[config.mk]
export PLATFORM = sky130hd
export DESIGN_NAME = obpc_top
export DESIGN_NICKNAME = d
export VERILOG_FILES = /design/src/rtl/obpc_pkg.sv /design/src/rtl/obpc_opt_store.sv /design/src/rtl/obpc_top.sv
export VERILOG_INCLUDE_DIRS = /design/src /design/src/rtl
export SDC_FILE = /design/constraint.sdc
export NUM_CORES = 1
export LEC_CHECK = 0
export BUFFER_PORTS_ARGS = -buffer_cell sky130_fd_sc_hd__buf_2
export CORE_UTILIZATION = 30
export DETAILED_ROUTE_END_ITERATION = 16
export PLACE_DENSITY = 0.61
export SYNTH_ARGS = -nofsm -noshare
export SYNTH_HDL_FRONTEND = slang
export SYNTH_SLANG_ARGS = --single-unit
[constraint.sdc]
create_clock -name core_clk -period 1.8 [get_ports core_clk]
set_input_delay 0.09 -clock core_clk [delete_from_list [all_inputs] [get_ports core_clk]]
set_output_delay 0.09 -clock core_clk [all_outputs]
set_load 0.1 [all_outputs]
[src/rtl/obpc_map.svh]
// Named offsets, field positions, codes and reset values of the option byte decoder.
`ifndef OBPC_MAP_SVH
`define OBPC_MAP_SVH

// Index of each option byte in the non-volatile option row.
`define OBPC_IDX_LOCK       2'h0
`define OBPC_IDX_BOOT       2'h1
`define OBPC_IDX_REMAP      2'h2
`define OBPC_IDX_CLKDOG     2'h3
`define OBPC_IDX_LAST       2'h3

// Code in the read-out lock byte that turns protection on.
`define OBPC_LOCK_CODE      8'hAA

// Boot area size decode: zero, largest exact size, and the saturated page count.
`define OBPC_BOOT_NONE      8'h00
`define OBPC_BOOT_MAX_EXACT 8'h7F
`define OBPC_BOOT_ALL_PAGES 8'h80

// Bit positions inside the clock and watchdog option byte.
`define OBPC_BIT_TRIM4      3'h4
`define OBPC_BIT_SLOW_OSC   3'h3
`define OBPC_BIT_IDOG_HW    3'h2
`define OBPC_BIT_WDOG_HW    3'h1
`define OBPC_BIT_WDOG_HALT  3'h0

// Reset value of every stored option byte.
`define OBPC_BYTE_RST       8'h00

`endif

[src/rtl/obpc_pkg.sv]
// Types shared by the option byte decoder files.
package obpc_pkg;

  // Loader sequence, one-hot.
  typedef enum logic [2:0] {
    OBPC_ST_FETCH  = 3'b001,
    OBPC_ST_DECODE = 3'b010,
    OBPC_ST_DONE   = 3'b100
  } obpc_ld_state_t;

  // Decoded configuration, held from load until the next reset.
  typedef struct packed {
    logic       readout_locked;
    logic [7:0] boot_pages;
    logic [7:0] pin_function_remap;
    logic       fast_osc_trim_width;
    logic       slow_osc_cpu_allow;
    logic       indep_dog_hw_start;
    logic       window_dog_hw_start;
    logic       window_dog_halt_reset;
  } obpc_cfg_t;

endpackage : obpc_pkg

[src/rtl/obpc_opt_store.sv]
// Small register store that shadows the option bytes read from non-volatile memory.
`timescale 1ns/1ns
`default_nettype none
`include "obpc_map.svh"

module obpc_opt_store
  import obpc_pkg::*;
#(
  parameter int DEPTH = 4,
  parameter int WIDTH = 8
)
(
  // Clock and reset.
  input  wire logic                     core_clk,
  input  wire logic                     rst_b,
  // Write port.
  input  wire logic                     wr_en,
  input  wire logic [$clog2(DEPTH)-1:0] wr_idx,
  input  wire logic [WIDTH-1:0]         wr_data,
  // Every entry, straight from its flip-flops.
  output var  logic [DEPTH*WIDTH-1:0]   rd_all
);

  // Width of an entry index.
  localparam int IDX_W = $clog2(DEPTH);

  // Storage words, one element per entry so that each has its own writer.
  logic [WIDTH-1:0] mem [DEPTH];

  // One storage word per entry, each updated only when addressed.
  genvar g;
  generate
    for (g = 0; g < DEPTH; g++)
    begin : g_entry
      always_ff @(posedge core_clk or negedge rst_b)
      begin
        if (!rst_b)
        begin
          mem[g] <= WIDTH'(`OBPC_BYTE_RST);
        end
        else if (wr_en && (wr_idx == IDX_W'(g)))
        begin
          mem[g] <= wr_data;
        end
      end
      // The flat view is a plain copy of the word flip-flops.
      assign rd_all[g*WIDTH +: WIDTH] = mem[g];
    end
  endgenerate

endmodule // obpc_opt_store
`default_nettype wire

[src/rtl/obpc_top.sv]
// Option byte loader and decoder for memory protection, clock and watchdog configuration.
// Functional notes
// - Lock byte 0xAA means read-out protection on.
// - Protection blocks debug and programming memory access.
// - Changing active protection triggers global memory erase.
// - Boot size zero: no boot area, unprotected.
// - Size n up to 127: pages below n protected.
// - Size above 127: pages 0 to 127 protected.
// - Unlock keys never open the boot area.
// - Main memory is flash outside the boot area.
// - Trim option selects 3-bit or 4-bit trim field.
// - Slow oscillator option allows it as CPU clock.
// - Independent watchdog option selects hardware start.
// - Window watchdog option selects hardware start.
// - Halt reset option resets on halt when active.
`timescale 1ns/1ns
`default_nettype none
`include "obpc_map.svh"

module obpc_top
  import obpc_pkg::*;
#(
  parameter int OPT_BYTES = 4,
  parameter int PAGE_BITS = 7
)
(
  // Clock and reset.
  input  wire logic                 core_clk,
  input  wire logic                 rst_b,
  // Option row fetch from the non-volatile array.
  output logic                      nv_rd_req,
  output logic [1:0]                nv_rd_idx,
  input  wire logic                 nv_rd_valid,
  input  wire logic [7:0]           nv_rd_data,
  // Debug or in-circuit programming access to flash and data memory.
  input  wire logic                 dbg_mem_req,
  output logic                      dbg_mem_grant,
  output logic                      dbg_mem_refuse,
  // Option byte write requests arriving over the debug link.
  input  wire logic                 opt_wr_req,
  input  wire logic [1:0]           opt_wr_idx,
  input  wire logic [7:0]           opt_wr_data,
  output logic                      opt_wr_accept,
  output logic                      global_erase,
  // In-application programming page writes.
  input  wire logic                 iap_wr_req,
  input  wire logic [PAGE_BITS-1:0] iap_wr_page,
  input  wire logic                 main_memory_unlock_keys,
  output logic                      iap_wr_grant,
  // Halt handling for the window watchdog.
  input  wire logic                 halt_enter,
  input  wire logic                 window_dog_active,
  output logic                      halt_reset_req,
  // Decoded configuration.
  output obpc_cfg_t                 opt_cfg,
  output logic                      cfg_valid
);

  // Loader state and its next value.
  obpc_ld_state_t           ld_state;
  obpc_ld_state_t           next_ld_state;
  // Index of the option byte now being fetched.
  logic [1:0]               fetch_idx;
  // All shadowed option bytes, flat.
  logic [OPT_BYTES*8-1:0]   store_all;
  // Byte views of the store.
  logic [7:0]               lock_byte;
  logic [7:0]               boot_byte;
  logic [7:0]               remap_byte;
  logic [7:0]               clkdog_byte;
  // Page compare and lock-toggle helpers.
  logic                     page_in_boot;
  logic                     lock_toggle;
  logic                     loaded;

  // The store keeps the raw bytes; it is written only while fetching.
  obpc_opt_store #(
    .DEPTH   (OPT_BYTES),
    .WIDTH   (8)
  ) u_store (
    .core_clk (core_clk),
    .rst_b    (rst_b),
    .wr_en    (nv_rd_req && nv_rd_valid),
    .wr_idx   (fetch_idx),
    .wr_data  (nv_rd_data),
    .rd_all   (store_all)
  );

  // Slice the flat store into the four option bytes.
  assign lock_byte   = store_all[8*`OBPC_IDX_LOCK   +: 8];
  assign boot_byte   = store_all[8*`OBPC_IDX_BOOT   +: 8];
  assign remap_byte  = store_all[8*`OBPC_IDX_REMAP  +: 8];
  assign clkdog_byte = store_all[8*`OBPC_IDX_CLKDOG +: 8];

  // Configuration is usable only once the loader has finished.
  // Grants and accepts all wait on this, so nothing passes before the decode.
  assign loaded    = (ld_state == OBPC_ST_DONE);
  assign cfg_valid = loaded;

  // Loader sequencing: fetch each byte in turn, decode once, then hold.
  always_comb
  begin
    next_ld_state = ld_state;
    case (ld_state)
      OBPC_ST_FETCH:
      begin
        // Leave after the last byte has been returned.
        if (nv_rd_valid && (fetch_idx == `OBPC_IDX_LAST))
        begin
          next_ld_state = OBPC_ST_DECODE;
        end
      end
      OBPC_ST_DECODE:
      begin
        // One spare cycle lets the last stored byte reach the decode.
        next_ld_state = OBPC_ST_DONE;
      end
      OBPC_ST_DONE:
      begin
        // Held until the next reset.
        next_ld_state = OBPC_ST_DONE;
      end
      default:
      begin
        // An illegal state code restarts the fetch.
        next_ld_state = OBPC_ST_FETCH;
      end
    endcase
  end

  // State register of the loader; starts fetching right after reset release.
  always_ff @(posedge core_clk or negedge rst_b)
  begin
    if (!rst_b)
    begin
      ld_state <= OBPC_ST_FETCH;
    end
    else
    begin
      ld_state <= next_ld_state;
    end
  end

  // Fetch index advances on each returned byte.
  // It wraps to zero after the last byte, when the loader has already left.
  always_ff @(posedge core_clk or negedge rst_b)
  begin
    if (!rst_b)
    begin
      fetch_idx <= `OBPC_IDX_LOCK;
    end
    else if ((ld_state == OBPC_ST_FETCH) && nv_rd_valid)
    begin
      fetch_idx <= fetch_idx + 2'h1;
    end
  end

  // Request stays up while fetching; the index names the byte.
  assign nv_rd_req = (ld_state == OBPC_ST_FETCH);
  assign nv_rd_idx = fetch_idx;

  // Decoded configuration, captured once in the decode step.
  // Before that it shows the safest values: locked and fully protected.
  always_ff @(posedge core_clk or negedge rst_b)
  begin
    if (!rst_b)
    begin
      opt_cfg.readout_locked        <= 1'b1;
      opt_cfg.boot_pages            <= `OBPC_BOOT_ALL_PAGES;
      opt_cfg.pin_function_remap    <= `OBPC_BYTE_RST;
      opt_cfg.fast_osc_trim_width   <= 1'b0;
      opt_cfg.slow_osc_cpu_allow    <= 1'b0;
      opt_cfg.indep_dog_hw_start    <= 1'b0;
      opt_cfg.window_dog_hw_start   <= 1'b0;
      opt_cfg.window_dog_halt_reset <= 1'b0;
    end
    else if (ld_state == OBPC_ST_DECODE)
    begin
      opt_cfg.readout_locked <= (lock_byte == `OBPC_LOCK_CODE);
      if (boot_byte > `OBPC_BOOT_MAX_EXACT)
      begin
        opt_cfg.boot_pages <= `OBPC_BOOT_ALL_PAGES;
      end
      else
      begin
        opt_cfg.boot_pages <= boot_byte;
      end
      opt_cfg.pin_function_remap    <= remap_byte;
      opt_cfg.fast_osc_trim_width   <= clkdog_byte[`OBPC_BIT_TRIM4];
      opt_cfg.slow_osc_cpu_allow    <= clkdog_byte[`OBPC_BIT_SLOW_OSC];
      opt_cfg.indep_dog_hw_start    <= clkdog_byte[`OBPC_BIT_IDOG_HW];
      opt_cfg.window_dog_hw_start   <= clkdog_byte[`OBPC_BIT_WDOG_HW];
      opt_cfg.window_dog_halt_reset <= clkdog_byte[`OBPC_BIT_WDOG_HALT];
    end
  end

  // Debug memory access is granted only when loaded and unlocked.
  assign dbg_mem_grant  = dbg_mem_req && loaded && !opt_cfg.readout_locked;
  assign dbg_mem_refuse = dbg_mem_req && !dbg_mem_grant;

  // A lock byte write that would change the protection state.
  // Writing the enable code while locked changes nothing and so erases nothing.
  assign lock_toggle = opt_wr_req && (opt_wr_idx == `OBPC_IDX_LOCK)
                       && ((opt_wr_data == `OBPC_LOCK_CODE) != opt_cfg.readout_locked);

  // While locked only the lock byte may be written; any value but the lock code erases.
  assign opt_wr_accept = opt_wr_req && loaded
                         && (!opt_cfg.readout_locked || (opt_wr_idx == `OBPC_IDX_LOCK));

  // One-cycle erase pulse after a toggle attempt on an active lock.
  always_ff @(posedge core_clk or negedge rst_b)
  begin
    if (!rst_b)
    begin
      global_erase <= 1'b0;
    end
    else
    begin
      global_erase <= loaded && opt_cfg.readout_locked && lock_toggle;
    end
  end

  // A page lies in the boot area when it is below the boot page count.
  // The page is widened by one bit so that the saturated count covers page 127.
  assign page_in_boot = ({1'b0, iap_wr_page} < opt_cfg.boot_pages);

  // Application writes need the unlock keys and a main-memory page.
  assign iap_wr_grant = iap_wr_req && loaded && main_memory_unlock_keys && !page_in_boot;

  // Halt reset request, one cycle after halt entry with the dog active.
  always_ff @(posedge core_clk or negedge rst_b)
  begin
    if (!rst_b)
    begin
      halt_reset_req <= 1'b0;
    end
    else
    begin
      halt_reset_req <= loaded && halt_enter && window_dog_active
                        && opt_cfg.window_dog_halt_reset;
    end
  end
endmodule // obpc_top
`default_nettype wire

# == Yosys cells after proc, flatten, opt, wreduce, memory -nomap -nowiden ==
# Index checks and enable logic that the tools add are counted.
# totals
register_bits,58
output_inout_bits,32
# classes
n_addsub,1
magnitude_cmp,2
eq_ne,10
mux,3
reduce_logical,28
# op_table
op,n
logical AND 1 bit,21
"equality test 8 bit, second input constant",2
"> comparator 8 x 7 -> 1 bit, second input constant",1
less-than comparator 7 x 8 -> 1 bit,1
two-way mux 8 bit,1
one-hot mux 3 bit (2 select lines),1
"equality test 2 bit, second input constant",2
logical NOT 2 bit,2
"equality test 3 x 1 -> 1 bit, second input constant",1
"equality test 3 x 2 -> 1 bit, second input constant",1
"equality test 3 bit, second input constant",1
logical NOT 1 bit,3
two-way mux 3 bit,1
"adder 2 x 1 -> 2 bit, second input constant",1
"equality test 2 x 1 -> 1 bit, second input constant",1
"!= test 2 x 1 -> 1 bit, second input constant",1
OR reduction 2 bit,1
logical OR 1 bit,1
!= test 1 bit,1

# == Longest topological paths before layout ==
# logic_depth
word_depth,5
mapped_depth,6
mapped_depth_nobuf,5

# == Modules after synthesis ==
# From an unflattened synthesis, not the netlist that was laid out.
# unflattened
hier_cells,209
area_unflattened_um2,2603.7
# by_module_without_submodules
mod,n_inst,cells_per_inst,area_each_um2,seq_area_each_um2
obpc_top,1,141,1391.3,729.4
obpc_opt_store,1,68,1212.4,800.8

# == Worst setup path before layout ==
# No wires, ideal clock.
# synth_timing
path_kind,register to output
start,register opt_cfg[18] in the netlist's numbering
end,output port iap_wr_grant
arrival_time_ns,3.269
t_required_ns,1.710
setup_slack_ns,-1.559
stages_incl_launch_ff,6
n_path_buf,0
path_cell_list,dfrtp_1 inv_1 ha_1 nand4_1 a21o_1 a31oi_1
# synth_between
elab_chain_cells,3
# synth_rtl
item,line_no,source
start: declaration,obpc_top.sv:55,"output obpc_cfg_t opt_cfg,"
less-than comparator 7 x 8 -> 1 bit,obpc_top.sv:225,"assign page_in_boot = ({1'b0, iap_wr_page} < opt_cfg.boot_pages);"
logical NOT 1 bit,obpc_top.sv:228,assign iap_wr_grant = iap_wr_req && loaded && main_memory_unlock_keys && !page_in_boot;
logical AND 1 bit,obpc_top.sv:228,
end: declaration,obpc_top.sv:49,"output logic iap_wr_grant,"
# Every way passes these cells.

# == Worst setup path in the final report ==
# layout_timing
start,register ld_state[1]
end,output port iap_wr_grant
# layout_between
elab_chain_cells,4
# layout_rtl
item,line_no,source
start: declaration,obpc_top.sv:60,obpc_ld_state_t ld_state;
start signal: assignment,obpc_top.sv:140,ld_state <= next_ld_state;
equality test 3 bit,obpc_top.sv:97,assign loaded = (ld_state == OBPC_ST_DONE);
logical AND 1 bit (3 in series),obpc_top.sv:228,
# Every way passes these cells.

==> impl_metrics.toml <==
[sta]
max_freq_ghz = 0.550
fin_crit_ns = 1.82
hold_violations = 0
rsz0062_at_grt = "true"
setup_viol = 1
post-route-period-util_pct = 101
drv_slew = 0
fin_ws_ns = -0.0193
skew_ns = 0.00993
worst_slew_pin_slew_ns = 0.500
tns_ns = -0.0193
slew_headroom_pct = 66.9

[power]
p_leak_nw = 1.67
swShare_pct = 45.6
clockPowerShare_pct = 19.9
ir_drop_uv = 860
power_frac_seq_pct = 35.7
p_int_mw = 3.29
pwr-share-comb_pct = 44.4
powerDensity_mw_per_mm2 = 1800
power_switching_mw = 2.76

[synthesis]
synthTopCellsByArea = "dfrtp_1, mux2_2, nand2_1"
synth_flop_cell = "dfrtp_1"
synthesis.instances = 214
synth_nets = 258
synth_mux_area_share_pct = 13.5
synth_compound_area_share_pct = 3.55
synth-xor-area-share_pct = 0.350
synth_top_family_by_area = "simple AND/OR/NAND/NOR gates"
synth_seq_area_share_pct = 58.2
async_flop_share_pct = 100
synth.avg_cell_area_um2 = 11.7
synth_fa_ha_area_share_pct = 5.00
synth_edf_count = 0
ys_ff_latch = 58
ys_warn_count = 0
synth_area_leader_cell = "dfrtp_1"
synth_cell_types = 29
synth_common_cells = "dfrtp_1, nand2_1, mux2_2"
synth_area_mm2 = 0.00250
synth.most_common_cell = "dfrtp_1"
yosys.area_share.simple_pct = 16.8
yosysTopAreaCellShare_pct = 55.0

[clock_tree]
h-tree-depth = 3
clkLatencyLatePin_ns = 0.33
cts_root_buf = "clkbuf_8"
clk_pin_slew_worst_paths_ns = 0.06
clock-sinks = 58
cts_tree = "built"
cts_made_buffers = 9
clockBufferDepth = 2

[worst_setup_path]
regToRegSetupSlack_ns = 0.09
reg2reg_depth = 5
crit_fanout = 3
arrival_ns = 1.73
slowest_stage = "or3_4"
cpPeakStageDelay_ns = 0.41
critPathRequiredTime_ns = 1.71
setup.worst_path.end_class = "primary output"
worstSetupPathType = "flop to primary output"
start_kind = "flop"
crit_chain = "or3_4 > clkinvlp_4 > nand4b_1 > a31oi_4 > buf_12"
r2r-end = "u_store.rd_all[13]$_DFFE_PN0P_"
worstReg2RegStart = "ld_state[2]$_DFFE_PN0P_"

[global_route]
grt_max_degree = 31
grt_pass1_wl_um = 9230
grt_pass1_vias = 1886
antenna_found_initial = 0
globalRouteOverflowTotal = 0
grt_util_all_layers_pct = 14.3

[status]
violations = "setup timing"
status = "finished with violations"

[placement]
dp_cells = 381
gp_congestion = 0.711
io_buffer_count = 65
dp_hpwl_um = 3980

[cells_and_area]
nFillCells = 770
nets = 343
drive_gt1_share_pct = 46.7
final_cells = 406
diodes = 0
areaGrowthSynthToFinish_pct = 34.8

[worst_hold_path]
min_to = "halt_reset_req$_DFF_PN0_"
holdPathStages = 3
hold_path_class = "input pin to flop"
min_from = "window_dog_active"

[route]
ant_nets = 0
routed_via_density = 4.48
firstDrtPassIters = 4
drt_iter0_markers = 67
drc = 0
routedWlPerCell_um = 13.7
vias = 1820
drt_wl_total_um = 5560

[die]
initial_utilization_pct = 31.7
rows = 32
die_area_mm2 = 0.00871
chipHeight_um = 93.3
core_area_mm2 = 0.00789
fp.dieW_um = 93.3
ioPinCount = 66

[job]
max_cap_viol_count = 0
## power groups by stage
stage,registers (mW),logic (mW),clock network (mW)
after CTS,2.16,2.70,1.24
final,2.16,2.69,1.21
after floorplan,3.42,0.939,0
after global placement,2.16,2.64,0
after detailed placement,2.18,2.68,0
after global routing,2.23,2.87,1.29
## cell families after synthesis
logic type	count (synthesis)
and+or+nand+nor	82
DFF	58
muxes	30
buffers and inverters	17
AOI/OAI and AO/OA	16
adders and majority gates	10
xor gates and xnor gates	1
## layout by cell type, fill, tap and decap left out, drive strengths merged, types with 3 or more instances in the layout
cell and instances:
mux2 29, inv 11, ha 10, nor4bb 4, nand3b 7, nand3 5, dfstp 3, buf 77
dfrtp 55, nand4 3, a21oi 4, nand2 53, clkbuf 14, o21ai 8
## how the worst max path moves through the flow
stage                            startpoint            to  cells past startpoint
finish              ld_state[1]$_DFFE_PN0P_  iap_wr_grant                      5
detailed placement  ld_state[2]$_DFFE_PN0P_  iap_wr_grant                      6
global route        ld_state[1]$_DFFE_PN0P_  iap_wr_grant                      5
global placement    ld_state[2]$_DFFE_PN0P_  iap_wr_grant                      6
floorplan           ld_state[1]$_DFFE_PN0P_  iap_wr_grant                      5
CTS                 ld_state[1]$_DFFE_PN0P_  iap_wr_grant                      5
## sequential cells by signal (all words and copies together) (netlist names)
| register | count |
|---|---|
| ld_state | 3 |
| nv_rd_idx | 2 |
| halt_reset_req | 1 |
| global_erase | 1 |
| opt_cfg | 22 |
| u_store.rd_all | 29 |
## final cells by class
class	instances	area (um^2)	share of cell area (%)
repair buffers	79	502	14.9
well taps	102	128	3.78
flip-flops and latches	58	1470	43.4
multi-input cells	139	1030	30.6
clock buffers	14	163	4.82
inverters	12	48.8	1.45
clock inverters	2	35.0	1.04
## metrics by stage
step	worst slack [ns]	total power, mW	hold slack [ns]	cell area, um^2	util [%]
2_1_floorplan	-0.396	4.36	-0.206	2550	-
3_3_place_gp	0.146	4.80	-0.0921	3080	39.0
3_5_place_dp	0.120	4.87	-0.0907	3080	39.0
4_1_cts	-0.0559	6.10	0.0133	3340	42.3
5_1_grt	-0.0930	6.39	0.0197	3370	42.8
6_report	-0.0193	6.06	0.0165	3370	42.8
## metal layers
| layer | up-vias | track usage [%] | share of wire, % |
|---|---|---|---|
| li1 | 899 | - | - |
| met1 | 862 | 18.3 | 49 |
| met2 | 51 | 22.8 | 45 |
| met3 | 8 | 2.93 | 4.9 |
| met4 | 0 | 7.69 | 1.4 |
| met5 | - | 0 | 0 |
## critical path, delay by kind of cell, from the launching register on
kind	cells	cell delay, ns
buffers and inverters	2	0.28
AO/OA/AOI/OAI	1	0.20
flip-flops	1	0.37
AND/OR/NAND/NOR	2	0.55
## timing repair
action,in CTS,in global routing
setup endpoints to repair,3,4
hold endpoints to repair,56,0
pin swaps,3,2
cloned,0,0
resized for setup,2,4
hold buffers,2,0
buffers inserted,5,2
No activity file was read; power rests on OpenSTA's default activity.
